<file path="config.mk">
export PLATFORM = sky130hd
export DESIGN_NAME = oplm_top
export DESIGN_NICKNAME = d
export VERILOG_FILES = /design/src/design/oplm_pkg.sv /design/src/design/oplm_cmp_if.sv /design/src/design/oplm_cmp.sv /design/src/design/oplm_top.sv
export SDC_FILE = /design/constraint.sdc
export NUM_CORES = 1
export LEC_CHECK = 0
export ABC_AREA = 1
export BUFFER_PORTS_ARGS = -buffer_cell sky130_fd_sc_hd__buf_2
export CORE_ASPECT_RATIO = 1.1
export CORE_MARGIN = 2
export CORE_UTILIZATION = 62
export DETAILED_ROUTE_END_ITERATION = 7
export HOLD_SLACK_MARGIN = 0.02
export PLACE_DENSITY_LB_ADDON = 0.15
export SLEW_MARGIN = 20
export SYNTH_ARGS = -nofsm -noshare
export SYNTH_HDL_FRONTEND = slang
export SYNTH_HIERARCHICAL = 1
export SYNTH_SLANG_ARGS = --single-unit
</file>
<file path="constraint.sdc">
create_clock -name i_core_clk -period 4.23 [get_ports i_core_clk]
set_input_delay 0.423 -clock i_core_clk [delete_from_list [all_inputs] [get_ports i_core_clk]]
set_output_delay 0.423 -clock i_core_clk [all_outputs]
set_load 0.01 [all_outputs]
</file>
<file path="src/design/oplm_pkg.sv">
package oplm_pkg;
   localparam int          ADDR_W          = 8;
   localparam int          NUM_CH          = 4;
   localparam int          EVT_W           = 6;
   // register byte offsets
   localparam logic [7:0]  OFS_CTRL        = 8'h00;
   localparam logic [7:0]  OFS_STAT        = 8'h04;
   localparam logic [7:0]  OFS_EVT         = 8'h08;
   localparam logic [7:0]  OFS_MASK        = 8'h0c;
   localparam logic [7:0]  OFS_TEMP_LO     = 8'h10;
   localparam logic [7:0]  OFS_TEMP_HI     = 8'h14;
   localparam logic [7:0]  OFS_VOLT_LIM    = 8'h18;
   localparam logic [7:0]  OFS_CURR_LIM    = 8'h1c;
   localparam logic [7:0]  OFS_RES_LO      = 8'h20;
   localparam logic [7:0]  OFS_RES_HI      = 8'h24;
   localparam logic [7:0]  OFS_SETP        = 8'h28;
   localparam logic [7:0]  OFS_MEAS_TEMP   = 8'h2c;
   localparam logic [7:0]  OFS_MEAS_VOLT   = 8'h30;
   localparam logic [7:0]  OFS_MEAS_CURR   = 8'h34;
   localparam logic [7:0]  OFS_MEAS_RES    = 8'h38;
   // event register bits
   localparam int          BIT_OVER_TEMP   = 0;
   localparam int          BIT_UNDER_TEMP  = 1;
   localparam int          BIT_OVER_VOLT   = 2;
   localparam int          BIT_CURR_OVFL   = 3;
   localparam int          BIT_OVER_RES    = 4;
   localparam int          BIT_UNDER_RES   = 5;
   // control and status bits
   localparam int          CTRL_OUT_ON     = 0;
   localparam int          CTRL_DEFAULTS   = 1;
   localparam int          CTRL_FUNC_LSB   = 2;
   localparam int          CTRL_SENS_LSB   = 4;
   localparam int          STAT_OUT_ON     = 0;
   localparam int          STAT_TEMP_VIOL  = 1;
   localparam int          STAT_RES_VIOL   = 2;
   localparam int          STAT_ON_REFUSED = 3;
   localparam int          STAT_WR_REJECT  = 4;
   // comparator channels
   localparam int          CH_TEMP         = 0;
   localparam int          CH_VOLT         = 1;
   localparam int          CH_CURR         = 2;
   localparam int          CH_RES          = 3;
   // limits: temperature in m degC, voltage in mV, current in mA, resistance in m ohm
   localparam logic [31:0] TEMP_MIN        = 32'hffff3cb0;
   localparam logic [31:0] TEMP_MAX        = 32'h0003d090;
   localparam logic [31:0] VOLT_MIN        = 32'h000001f4;
   localparam logic [31:0] VOLT_MAX        = 32'h00002904;
   localparam logic [31:0] CURR_MIN        = 32'h000003e8;
   localparam logic [31:0] CURR_MAX        = 32'h00001482;
   localparam logic [31:0] SIGNED_MIN      = 32'h80000000;
   // reset and restore-default values
   localparam logic [31:0] TEMP_LO_DEF     = 32'hffff3cb0;
   localparam logic [31:0] TEMP_HI_DEF     = 32'h0003d090;
   localparam logic [31:0] VOLT_LIM_DEF    = 32'h00002904;
   localparam logic [31:0] CURR_LIM_DEF    = 32'h000007d0;
   localparam logic [31:0] RES_LO_DEF      = 32'h000003e8;
   localparam logic [31:0] RES_HI_DEF      = 32'h0bebc200;
   localparam logic [31:0] SETP_DEF        = 32'h00000000;

   typedef enum logic [1:0] {
      FUNC_TEMP = 2'h0,
      FUNC_VOLT = 2'h1,
      FUNC_CURR = 2'h2,
      FUNC_RES  = 2'h3
   } oplm_func_t;

   typedef enum logic [1:0] {
      SENS_THERMISTOR                    = 2'h0,
      SENS_RESISTANCE_THERMOMETER_SENSOR = 2'h1,
      SENS_VOLT_SOLID_STATE              = 2'h2,
      SENS_CURR_SOLID_STATE              = 2'h3
   } oplm_sens_t;

   typedef struct packed {
      logic                  vld;
      logic                  below;
      logic                  above;
   } oplm_cmp_state_t;

   typedef struct packed {
      logic [EVT_W-1:0]      evt;
      logic [EVT_W-1:0]      mask;
      logic                  out_en;
      oplm_func_t            func;
      oplm_sens_t            sens;
      logic                  on_refused;
      logic                  wr_reject;
      logic                  temp_viol;
      logic                  res_viol;
      logic [31:0]           temp_lo;
      logic [31:0]           temp_hi;
      logic [31:0]           volt_lim;
      logic [31:0]           curr_lim;
      logic [31:0]           res_lo;
      logic [31:0]           res_hi;
      logic [31:0]           setp;
      logic [31:0]           meas_temp;
      logic [31:0]           meas_volt;
      logic [31:0]           meas_curr;
      logic [31:0]           meas_res;
      logic                  pready;
      logic                  pslverr;
      logic [31:0]           prdata;
      logic                  irq;
   } oplm_state_t;
endpackage : oplm_pkg

</file>
<file path="src/design/oplm_cmp_if.sv">
`timescale 1ns/1ps
interface oplm_cmp_if #(parameter int W = 32);
   logic         vld;
   logic [W-1:0] value;
   logic [W-1:0] lo;
   logic [W-1:0] hi;
   logic         out_vld;
   logic         below;
   logic         above;
   modport mon (output vld, value, lo, hi, input out_vld, below, above);
   modport cmp (input vld, value, lo, hi, output out_vld, below, above);
endinterface : oplm_cmp_if

</file>
<file path="src/design/oplm_cmp.sv">
`timescale 1ns/1ps
module oplm_cmp (
   input  wire logic i_core_clk,
   input  wire logic i_srst,
   oplm_cmp_if.cmp   bus
);
   oplm_pkg::oplm_cmp_state_t st_ff;
   oplm_pkg::oplm_cmp_state_t nxt_st;

   // signed compare, so negative temperatures order correctly
   always_comb begin
      nxt_st       = st_ff;
      nxt_st.vld   = bus.vld;
      if (bus.vld) begin
         nxt_st.below = $signed(bus.value) < $signed(bus.lo);
         nxt_st.above = $signed(bus.value) > $signed(bus.hi);
      end
   end

   always_ff @(posedge i_core_clk) begin
      if (i_srst) begin
         st_ff <= '0;
      end else begin
         st_ff <= nxt_st;
      end
   end

   assign bus.out_vld = st_ff.vld;
   assign bus.below   = st_ff.below;
   assign bus.above   = st_ff.above;
endmodule : oplm_cmp

</file>
<file path="src/design/oplm_top.sv">
// How it works
// - temperature limits accepted only in -50..250 C
// - below lower temperature sets bit one
// - above upper temperature sets bit zero
// - temperature violation forces output off, blocks on
// - reject crossed lower/upper limits for temperature, resistance
// - reject setpoint outside temperature/resistance limits or above voltage/current limit
// - voltage limit 0.5..10.5 V, default 10.5 V
// - over-voltage sets bit two, output untouched
// - current limit 1..5.25 A, default 2 A
// - current overflow sets bit three, output untouched
// - resistance limits only for thermistor or resistance thermometer
// - below lower resistance sets bit five
// - above upper resistance sets bit four
// - resistance violation forces output off, blocks on
// - each flag individually enabled onto service request
// - output clamped to voltage and current limits
`timescale 1ns/1ps
module oplm_top (
   input  wire logic        i_core_clk,
   input  wire logic        i_srst,
   input  wire logic        i_psel,
   input  wire logic        i_penable,
   input  wire logic        i_pwrite,
   input  wire logic [7:0]  i_paddr,
   input  wire logic [31:0] i_pwdata,
   output logic      [31:0] o_prdata,
   output logic             o_pready,
   output logic             o_pslverr,
   input  wire logic        i_meas_vld,
   input  wire logic [31:0] i_meas_temp,
   input  wire logic [31:0] i_meas_volt,
   input  wire logic [31:0] i_meas_curr,
   input  wire logic [31:0] i_meas_res,
   output logic             o_irq,
   output logic             o_out_en,
   output logic      [31:0] o_volt_clamp,
   output logic      [31:0] o_curr_clamp
);
   oplm_pkg::oplm_state_t st_ff;
   oplm_pkg::oplm_state_t nxt_st;

   oplm_cmp_if #(.W(32)) cmp_if [oplm_pkg::NUM_CH] ();

   function automatic logic [31:0] oplm_abs(input logic [31:0] v);
      oplm_abs = v[31] ? 32'(-$signed(v)) : v;
   endfunction : oplm_abs

   function automatic logic in_rng(input logic [31:0] v,
                                   input logic [31:0] lo,
                                   input logic [31:0] hi);
      in_rng = ($signed(v) >= $signed(lo)) && ($signed(v) <= $signed(hi));
   endfunction : in_rng

   genvar g;
   generate
      for (g = 0; g < oplm_pkg::NUM_CH; g++) begin : g_cmp
         oplm_cmp u_cmp (
            .i_core_clk (i_core_clk),
            .i_srst     (i_srst),
            .bus        (cmp_if[g])
         );
      end
   endgenerate

   assign cmp_if[oplm_pkg::CH_TEMP].vld   = i_meas_vld;
   assign cmp_if[oplm_pkg::CH_TEMP].value = i_meas_temp;
   assign cmp_if[oplm_pkg::CH_TEMP].lo    = st_ff.temp_lo;
   assign cmp_if[oplm_pkg::CH_TEMP].hi    = st_ff.temp_hi;
   // voltage and current only have a magnitude limit, so the floor is unreachable
   assign cmp_if[oplm_pkg::CH_VOLT].vld   = i_meas_vld;
   assign cmp_if[oplm_pkg::CH_VOLT].value = oplm_abs(i_meas_volt);
   assign cmp_if[oplm_pkg::CH_VOLT].lo    = oplm_pkg::SIGNED_MIN;
   assign cmp_if[oplm_pkg::CH_VOLT].hi    = st_ff.volt_lim;
   assign cmp_if[oplm_pkg::CH_CURR].vld   = i_meas_vld;
   assign cmp_if[oplm_pkg::CH_CURR].value = oplm_abs(i_meas_curr);
   assign cmp_if[oplm_pkg::CH_CURR].lo    = oplm_pkg::SIGNED_MIN;
   assign cmp_if[oplm_pkg::CH_CURR].hi    = st_ff.curr_lim;
   assign cmp_if[oplm_pkg::CH_RES].vld    = i_meas_vld;
   assign cmp_if[oplm_pkg::CH_RES].value  = i_meas_res;
   assign cmp_if[oplm_pkg::CH_RES].lo     = st_ff.res_lo;
   assign cmp_if[oplm_pkg::CH_RES].hi     = st_ff.res_hi;

   logic                        cmp_vld;
   logic                        t_below;
   logic                        t_above;
   logic                        v_above;
   logic                        i_above;
   logic                        r_below;
   logic                        r_above;
   assign cmp_vld = cmp_if[oplm_pkg::CH_TEMP].out_vld;
   assign t_below = cmp_if[oplm_pkg::CH_TEMP].below;
   assign t_above = cmp_if[oplm_pkg::CH_TEMP].above;
   assign v_above = cmp_if[oplm_pkg::CH_VOLT].above;
   assign i_above = cmp_if[oplm_pkg::CH_CURR].above;
   assign r_below = cmp_if[oplm_pkg::CH_RES].below;
   assign r_above = cmp_if[oplm_pkg::CH_RES].above;

   logic                        access;
   logic                        commit;
   logic                        mapped;
   logic                        wr_ok;
   logic [31:0]                 rd_val;
   logic [oplm_pkg::EVT_W-1:0]  evt_set;
   logic [oplm_pkg::EVT_W-1:0]  evt_clr;
   logic                        res_active;
   logic                        sp_ok;

   // register decode and write checks
   always_comb begin
      mapped = 1'b1;
      wr_ok  = 1'b1;
      rd_val = '0;
      sp_ok  = 1'b1;
      case (st_ff.func)
         oplm_pkg::FUNC_TEMP: begin
            sp_ok = in_rng(i_pwdata, st_ff.temp_lo, st_ff.temp_hi);
         end
         oplm_pkg::FUNC_VOLT: begin
            sp_ok = $signed(i_pwdata) <= $signed(st_ff.volt_lim);
         end
         oplm_pkg::FUNC_CURR: begin
            sp_ok = $signed(i_pwdata) <= $signed(st_ff.curr_lim);
         end
         default: begin
            sp_ok = in_rng(i_pwdata, st_ff.res_lo, st_ff.res_hi);
         end
      endcase
      case (i_paddr)
         oplm_pkg::OFS_CTRL: begin
            rd_val[oplm_pkg::CTRL_OUT_ON]                        = st_ff.out_en;
            rd_val[oplm_pkg::CTRL_FUNC_LSB +: 2]                 = st_ff.func;
            rd_val[oplm_pkg::CTRL_SENS_LSB +: 2]                 = st_ff.sens;
         end
         oplm_pkg::OFS_STAT: begin
            rd_val[oplm_pkg::STAT_OUT_ON]     = st_ff.out_en;
            rd_val[oplm_pkg::STAT_TEMP_VIOL]  = st_ff.temp_viol;
            rd_val[oplm_pkg::STAT_RES_VIOL]   = st_ff.res_viol;
            rd_val[oplm_pkg::STAT_ON_REFUSED] = st_ff.on_refused;
            rd_val[oplm_pkg::STAT_WR_REJECT]  = st_ff.wr_reject;
         end
         oplm_pkg::OFS_EVT: begin
            rd_val[oplm_pkg::EVT_W-1:0] = st_ff.evt;
         end
         oplm_pkg::OFS_MASK: begin
            rd_val[oplm_pkg::EVT_W-1:0] = st_ff.mask;
         end
         oplm_pkg::OFS_TEMP_LO: begin
            rd_val = st_ff.temp_lo;
            wr_ok  = in_rng(i_pwdata, oplm_pkg::TEMP_MIN, oplm_pkg::TEMP_MAX)
                     && ($signed(i_pwdata) <= $signed(st_ff.temp_hi));
         end
         oplm_pkg::OFS_TEMP_HI: begin
            rd_val = st_ff.temp_hi;
            wr_ok  = in_rng(i_pwdata, oplm_pkg::TEMP_MIN, oplm_pkg::TEMP_MAX)
                     && ($signed(i_pwdata) >= $signed(st_ff.temp_lo));
         end
         oplm_pkg::OFS_VOLT_LIM: begin
            rd_val = st_ff.volt_lim;
            wr_ok  = in_rng(i_pwdata, oplm_pkg::VOLT_MIN, oplm_pkg::VOLT_MAX);
         end
         oplm_pkg::OFS_CURR_LIM: begin
            rd_val = st_ff.curr_lim;
            wr_ok  = in_rng(i_pwdata, oplm_pkg::CURR_MIN, oplm_pkg::CURR_MAX);
         end
         oplm_pkg::OFS_RES_LO: begin
            rd_val = st_ff.res_lo;
            wr_ok  = !i_pwdata[31] && (i_pwdata <= st_ff.res_hi);
         end
         oplm_pkg::OFS_RES_HI: begin
            rd_val = st_ff.res_hi;
            wr_ok  = !i_pwdata[31] && (i_pwdata >= st_ff.res_lo);
         end
         oplm_pkg::OFS_SETP: begin
            rd_val = st_ff.setp;
            wr_ok  = sp_ok;
         end
         oplm_pkg::OFS_MEAS_TEMP: begin
            rd_val = st_ff.meas_temp;
         end
         oplm_pkg::OFS_MEAS_VOLT: begin
            rd_val = st_ff.meas_volt;
         end
         oplm_pkg::OFS_MEAS_CURR: begin
            rd_val = st_ff.meas_curr;
         end
         oplm_pkg::OFS_MEAS_RES: begin
            rd_val = st_ff.meas_res;
         end
         default: begin
            mapped = 1'b0;
         end
      endcase
   end

   assign access = i_psel && i_penable;
   // writes land only on the edge that completes the access phase
   assign commit = access && st_ff.pready && i_pwrite && mapped && wr_ok;

   // resistance checks only make sense for resistive sensors
   assign res_active = (st_ff.sens == oplm_pkg::SENS_THERMISTOR)
                    || (st_ff.sens == oplm_pkg::SENS_RESISTANCE_THERMOMETER_SENSOR);

   always_comb begin
      evt_set = '0;
      if (cmp_vld) begin
         evt_set[oplm_pkg::BIT_OVER_TEMP]  = t_above;
         evt_set[oplm_pkg::BIT_UNDER_TEMP] = t_below;
         evt_set[oplm_pkg::BIT_OVER_VOLT]  = v_above;
         evt_set[oplm_pkg::BIT_CURR_OVFL]  = i_above;
         evt_set[oplm_pkg::BIT_OVER_RES]   = res_active && r_above;
         evt_set[oplm_pkg::BIT_UNDER_RES]  = res_active && r_below;
      end
   end

   always_comb begin
      evt_clr = '0;
      if (commit && (i_paddr == oplm_pkg::OFS_EVT)) begin
         evt_clr = i_pwdata[oplm_pkg::EVT_W-1:0];
      end
   end

   always_comb begin
      nxt_st = st_ff;
      // set beats clear so an event in the clearing cycle survives
      nxt_st.evt = (st_ff.evt & ~evt_clr) | evt_set;
      // the buses only carry the set during the pulse, so latch it then
      if (i_meas_vld) begin
         nxt_st.meas_temp = i_meas_temp;
         nxt_st.meas_volt = i_meas_volt;
         nxt_st.meas_curr = i_meas_curr;
         nxt_st.meas_res  = i_meas_res;
      end
      if (cmp_vld) begin
         nxt_st.temp_viol = t_above || t_below;
         nxt_st.res_viol  = res_active && (r_above || r_below);
      end
      // apb: one wait state, then answer for one cycle
      if (access && !st_ff.pready) begin
         nxt_st.pready  = 1'b1;
         nxt_st.prdata  = i_pwrite ? '0 : rd_val;
         nxt_st.pslverr = !mapped || (i_pwrite && !wr_ok);
      end else begin
         nxt_st.pready  = 1'b0;
         nxt_st.pslverr = 1'b0;
         nxt_st.prdata  = '0;
      end
      if (access && st_ff.pready && i_pwrite && mapped && !wr_ok) begin
         nxt_st.wr_reject = 1'b1;
      end
      if (commit) begin
         case (i_paddr)
            oplm_pkg::OFS_CTRL: begin
               nxt_st.func       = oplm_pkg::oplm_func_t'(i_pwdata[oplm_pkg::CTRL_FUNC_LSB +: 2]);
               nxt_st.sens       = oplm_pkg::oplm_sens_t'(i_pwdata[oplm_pkg::CTRL_SENS_LSB +: 2]);
               nxt_st.on_refused = 1'b0;
               nxt_st.wr_reject  = 1'b0;
               if (!i_pwdata[oplm_pkg::CTRL_OUT_ON]) begin
                  nxt_st.out_en = 1'b0;
               end else if (st_ff.temp_viol || st_ff.res_viol) begin
                  nxt_st.out_en     = 1'b0;
                  nxt_st.on_refused = 1'b1;
               end else begin
                  nxt_st.out_en = 1'b1;
               end
               if (i_pwdata[oplm_pkg::CTRL_DEFAULTS]) begin
                  nxt_st.out_en   = 1'b0;
                  nxt_st.temp_lo  = oplm_pkg::TEMP_LO_DEF;
                  nxt_st.temp_hi  = oplm_pkg::TEMP_HI_DEF;
                  nxt_st.volt_lim = oplm_pkg::VOLT_LIM_DEF;
                  nxt_st.curr_lim = oplm_pkg::CURR_LIM_DEF;
                  nxt_st.res_lo   = oplm_pkg::RES_LO_DEF;
                  nxt_st.res_hi   = oplm_pkg::RES_HI_DEF;
                  nxt_st.setp     = oplm_pkg::SETP_DEF;
               end
            end
            oplm_pkg::OFS_MASK: begin
               nxt_st.mask = i_pwdata[oplm_pkg::EVT_W-1:0];
            end
            oplm_pkg::OFS_TEMP_LO: begin
               nxt_st.temp_lo = i_pwdata;
            end
            oplm_pkg::OFS_TEMP_HI: begin
               nxt_st.temp_hi = i_pwdata;
            end
            oplm_pkg::OFS_VOLT_LIM: begin
               nxt_st.volt_lim = i_pwdata;
            end
            oplm_pkg::OFS_CURR_LIM: begin
               nxt_st.curr_lim = i_pwdata;
            end
            oplm_pkg::OFS_RES_LO: begin
               nxt_st.res_lo = i_pwdata;
            end
            oplm_pkg::OFS_RES_HI: begin
               nxt_st.res_hi = i_pwdata;
            end
            oplm_pkg::OFS_SETP: begin
               nxt_st.setp = i_pwdata;
            end
            default: begin
               nxt_st.setp = st_ff.setp;
            end
         endcase
      end
      // a live violation overrides any enable, including one just granted
      if (nxt_st.temp_viol || nxt_st.res_viol) begin
         nxt_st.out_en = 1'b0;
      end
      nxt_st.irq = |(nxt_st.evt & nxt_st.mask);
   end

   always_ff @(posedge i_core_clk) begin
      if (i_srst) begin
         st_ff          <= '0;
         st_ff.temp_lo  <= oplm_pkg::TEMP_LO_DEF;
         st_ff.temp_hi  <= oplm_pkg::TEMP_HI_DEF;
         st_ff.volt_lim <= oplm_pkg::VOLT_LIM_DEF;
         st_ff.curr_lim <= oplm_pkg::CURR_LIM_DEF;
         st_ff.res_lo   <= oplm_pkg::RES_LO_DEF;
         st_ff.res_hi   <= oplm_pkg::RES_HI_DEF;
         st_ff.setp     <= oplm_pkg::SETP_DEF;
      end else begin
         st_ff <= nxt_st;
      end
   end

   assign o_prdata     = st_ff.prdata;
   assign o_pready     = st_ff.pready;
   assign o_pslverr    = st_ff.pslverr;
   assign o_irq        = st_ff.irq;
   assign o_out_en     = st_ff.out_en;
   // the power stage treats these as hard ceilings on |V| and |I|
   assign o_volt_clamp = st_ff.volt_lim;
   assign o_curr_clamp = st_ff.curr_lim;
endmodule : oplm_top

</file>
==> impl_metrics.json, run 1 <==
{
  "p_leak_nw": 15.2,
  "ant_nets": 0,
  "post_cts_buffers": 0,
  "start_util_pct": 62.8,
  "syn_area_um2": 29300,
  "fin_nets": 4856,
  "drive_gt1_share_pct": 12.4,
  "critPathKind": "reg -> reg",
  "routed_wl_um": 102000,
  "drcViolationCount": 0,
  "dr.pass1.iters": 6,
  "finalSetupTns_ns": 0,
  "final_common_cell": "nand2_1",
  "grt_max_degree": 89,
  "worstMarginPinSlew_ns": 1.02,
  "area_growth_pct": 9.84,
  "worstPathMaxFanout": 25,
  "peakVddDrop_uv": 351,
  "cts_resized": 0,
  "slew_headroom_pct": 32.0,
  "wl_per_cell_um": 20.6,
  "cts-root-buf": "clkbuf_16",
  "fp.dieW_um": 211,
  "skew_ns": 0.0111,
  "power_density_nw_per_um2": 303,
  "vias": 29300,
  "synthCells": 4179,
  "avgSynthCellArea_um2": 7.01,
  "place_congestion": 0.992,
  "start_kind": "flop",
  "die_h_um": 232,
  "setup_viol": 0,
  "slew_viol_final": 0,
  "period_share_pct": 88.1,
  "h-tree-depth": 2,
  "layout_common_cells": "nand2_1, inv_1, dfxtp_1",
  "placedCellCount": 4845,
  "setup_ws_ns": 0.504,
  "grt_pass1_vias": 26400,
  "synth_fp_nets": 4737,
  "grt_pass1_wl_um": 152000,
  "min_period_ns": 3.73,
  "cts_max_path_buffers": 3,
  "cts_tree": "built",
  "overflow": 0,
  "clkLatencyLatePin_ns": 0.59,
  "status": "complete, no violations",
  "hold_buffers": 0,
  "rsz0062_at_grt": "false",
  "nFillCells": 4177,
  "grtUsageTotal_pct": 40.5,
  "io_pins": 274,
  "worst_ep_arrival_time_ns": 4.23,
  "clock_sinks": 415,
  "pre_cts_ws_ns": 0.0134,
  "cp-end-kind": "flop",
  "rows": 83,
  "port_buffers": 273,
  "dp.final_hpwl_um": 78300,
  "fmax_mhz": 268,
  "required_ns": 4.74,
  "cap_viol_max_count": 0,
  "min_path_type": "in -> reg",
  "drt-initial-drc-count": 3497,
  "fp.coreArea_um2": 46600,
  "ys_warn_count": 6,
  "finalHoldViolCount": 0,
  "antenna_found_initial": 2,
  "clkTransAtPathRegs_ns": 0.06,
  "dieArea_um2": 49000,
  "vias_per_cell": 5.95,
  "fin_cells": 4931,
  "numCtsBuffers": 46
}
## area by class of cell
type	instances	area, um2	area share, %
tap	595	744	2.31
clock buffer	67	1440	4.49
inverter	690	2600	8.08
clock inverter	18	234	0.727
timing repair buffer	330	1880	5.83
sequential	415	8310	25.8
multi-input combinational	2815	17000	52.7
antenna	1	2.50	0.00778
## metal layers
layer	share of wire [%]	GRT usage [%]	up-vias
met5	0.029	0	-
met4	4.1	14.8	4
met3	12	7.68	221
met2	42	62.1	1609
met1	41	56.6	13500
li1	-	-	14000
## state kept, by name, indices dropped and copies added, names as in the netlist, 2 cells and up
register and count:
o_volt_clamp 32, o_curr_clamp 32, g_cmp.u_cmp/bus.above 4, cmp_if.hi 64, st_ff 180, o_prdata 32, g_cmp.u_cmp/bus.below 2, cmp_if.lo 64
## per-stage QoR
stage	power (mW)	cell area (um2)	util (%)	hold WS, ns
floorplan	4.86	29300	-	0.429
global placement	5.31	30500	65.4	0.439
detailed placement	5.33	30500	65.4	0.442
CTS	9.70	32200	69.0	0.0943
global route	10.0	32200	69.0	0.113
finish	9.73	32200	69.0	0.106
## worst paths after layout
path	start	endpoint	depth (start not counted)	slack, ns
setup reg to reg	o_volt_clamp[31]$_SDFFE_PP0P_	cmp_if[3].hi[27]$_SDFFE_PP1P_	20	0.50
hold / removal	i_meas_temp[3]	st_ff[134]$_SDFFE_PP0P_	3	0.11
hold reg to reg	st_ff[131]$_SDFFE_PP0P_	st_ff[131]$_SDFFE_PP0P_	2	0.45
setup / recovery	o_volt_clamp[31]$_SDFFE_PP0P_	cmp_if[3].hi[27]$_SDFFE_PP1P_	20	0.50
## where the power goes
part	internal, mW	switching (mW)	total, mW
clock network	2.67	1.77	4.44
registers	4.00	0.0545	4.06
logic	0.415	0.821	1.24
total	7.09	2.64	9.73
## worst max-delay path, cell delays in order (launching register included)
cell      delay (ns)
dfxtp_1         0.36
inv_1           0.14
ha_1            0.42
nand2_1         0.12
nor3_1          0.36
and3_1          0.30
nand2_1         0.10
nand2_1         0.06
nand2_1         0.05
nand3_1         0.08
nand2_1         0.06
nand3_1         0.08
nand2_1         0.12
nand2_4         0.16
nand2_8         0.10
inv_2           0.32
nand3_1         0.18
inv_1           0.08
buf_4           0.26
o21ai_0         0.16
o211ai_1        0.12
(Power assumes the default switching activity.)
==> run 2, diff against run 1 <==
Settings changed: REMOVE_ABC_BUFFERS set to 1.
==> run 2 against run 1 <==
Compared with the run above: global-route usage increased by 1.5 points; die area unchanged; fmax increased by 1.5%; routed wire length increased by 2.9%; utilization increased by 0.66 points; combinational power about the same.
==> impl_metrics.json, run 2 (synthesis results as in run 1) <==
{
  "dr.pass1.iters": 6,
  "grt_max_degree": 92,
  "finalSetupTns_ns": 0,
  "clock_sinks": 415,
  "routed_wl_um": 105000,
  "cp-end-kind": "flop",
  "die_h_um": 232,
  "dp.final_hpwl_um": 79000,
  "setup_viol": 0,
  "dieArea_um2": 49000,
  "rows": 83,
  "skew_ns": 0.0186,
  "drive_gt1_share_pct": 13.0,
  "p_seq_share_pct": 42.2,
  "fin_area_um2": 32500,
  "fin_cells": 4964,
  "grt_pass1_wl_um": 157000,
  "place_congestion": 1.03,
  "fin_nets": 4889,
  "antenna_found_initial": 3,
  "p_int_mw": 6.97,
  "cts_max_path_buffers": 3,
  "ant_nets": 0,
  "cap_viol_max_count": 0,
  "p_switching_mw": 2.64,
  "hold_buffers": 0,
  "area_growth_pct": 10.9,
  "rr_endpoint": "cmp_if[0].lo[18]$_SDFFE_PP1P_",
  "rsz0062_at_grt": "false",
  "grtUsageTotal_pct": 42.1,
  "period_share_pct": 86.8,
  "drt-initial-drc-count": 3151,
  "path_common_cell": "nand2_1",
  "worstPathMaxFanout": 4,
  "max_stage_delay_ns": 0.32,
  "overflow": 0,
  "finalHoldViolCount": 0,
  "min_period_ns": 3.67,
  "critPathSlowestCell": "ha_1",
  "reg2reg_slack_ns": 0.74,
  "post_cts_buffers": 0,
  "min_path_type": "in -> reg",
  "wl_met3_um": 11300,
  "required_ns": 4.68,
  "fmax_mhz": 272,
  "worst_ep_arrival_time_ns": 4.12,
  "vias_per_cell": 5.95,
  "clkLatencyLatePin_ns": 0.60,
  "critical_path.endpoint": "g_cmp[2].u_cmp/bus.above$_SDFFE_PP0P_",
  "port_buffers": 273,
  "placed_area_um2": 30900,
  "layout_common_cells": "nand2_1, inv_1, dfxtp_1",
  "cts-root-buf": "clkbuf_16",
  "dr.max_layer_used": "met5",
  "critPathKind": "in -> reg",
  "cts_resized": 0,
  "fp.dieW_um": 211,
  "io_pins": 274,
  "status": "complete, no violations",
  "start_util_pct": 62.8,
  "start_kind": "input port",
  "power_switching_share_pct": 27.5,
  "dr_wl_met2_um": 45500,
  "final_common_cell": "nand2_1",
  "placedCellCount": 4877,
  "pwr-share-clk_pct": 44.7,
  "vias": 29600,
  "finalPower_mw": 9.62,
  "largest_reg_flops": 180,
  "fp.coreArea_um2": 46600,
  "slew_viol_final": 0,
  "r2r_cells": 21,
  "worstMarginPinSlew_ns": 1.28,
  "drcViolationCount": 0,
  "drt-met1-wl_um": 41300,
  "p_leak_nw": 15.4,
  "cts_tree": "built",
  "h-tree-depth": 2,
  "numCtsBuffers": 47,
  "reg2reg_from": "o_volt_clamp[15]$_SDFFE_PP0P_",
  "power_density_nw_per_um2": 296,
  "peakVddDrop_uv": 305,
  "critPathLaunch": "i_meas_curr[0]",
  "fin_util_pct": 69.6,
  "clkTransAtPathRegs_ns": 0.06,
  "largest-register": "st_ff",
  "grt_pass1_vias": 27600,
  "whs_ns": 0.0988,
  "wl_per_cell_um": 21.1,
  "setup_ws_ns": 0.559,
  "slew_headroom_pct": 14.3,
  "worstHoldStart": "i_meas_volt[28]",
  "combPwrFrac_pct": 13.1,
  "pre_cts_ws_ns": 0.0316
}
run 2: metal layers:
| layer | vias up | track usage, % |
|---|---|---|
| met5 | - | 0 |
| met4 | 2 | 22.9 |
| met3 | 371 | 8.91 |
| met2 | 1542 | 66.1 |
| met1 | 13600 | 53.9 |
| li1 | 14000 | - |
run 2: cell type report:
cell class                 instances  area (um2)
sequential                       415        8310
multi-input combinational       2815       17000
clock inverter                    13         140
clock buffer                      71        1460
fill                            4255       14200
tap                              595         744
timing repair buffer             362        2260
inverter                         690        2600
antenna                            3        7.51
run 2: worst max-delay path, delay by kind of cell:
family	cells	cell delay, ns
xor+xnor	1	0.19
fa+ha+maj	1	0.32
simple gates	16	2.14
compound gates	5	0.53
buf+inv	4	0.52
run 2: power groups by stage:
stage          logic [mW]  registers, mW  clock network (mW)
5_1_grt              1.40           4.06                4.44
3_3_place_gp         1.20           4.14                   0
2_1_floorplan       0.686           4.12                   0
3_5_place_dp         1.21           4.14                   0
6_report             1.26           4.06                4.30
4_1_cts              1.23           4.05                4.29
run 2: worst min path at each step:
| stage | endpoint | slack [ns] | depth (start not counted) |
|---|---|---|---|
| after floorplan | st_ff[131]$_SDFFE_PP0P_ | 0.43 | 2 |
| after global placement | st_ff[61]$_SDFFE_PP0P_ | 0.44 | 2 |
| after detailed placement | st_ff[132]$_SDFFE_PP0P_ | 0.44 | 2 |
| after CTS | st_ff[162]$_SDFFE_PP0P_ | 0.08 | 3 |
| after global routing | st_ff[162]$_SDFFE_PP0P_ | 0.10 | 3 |
| final | st_ff[127]$_SDFFE_PP0P_ | 0.1 | 3 |
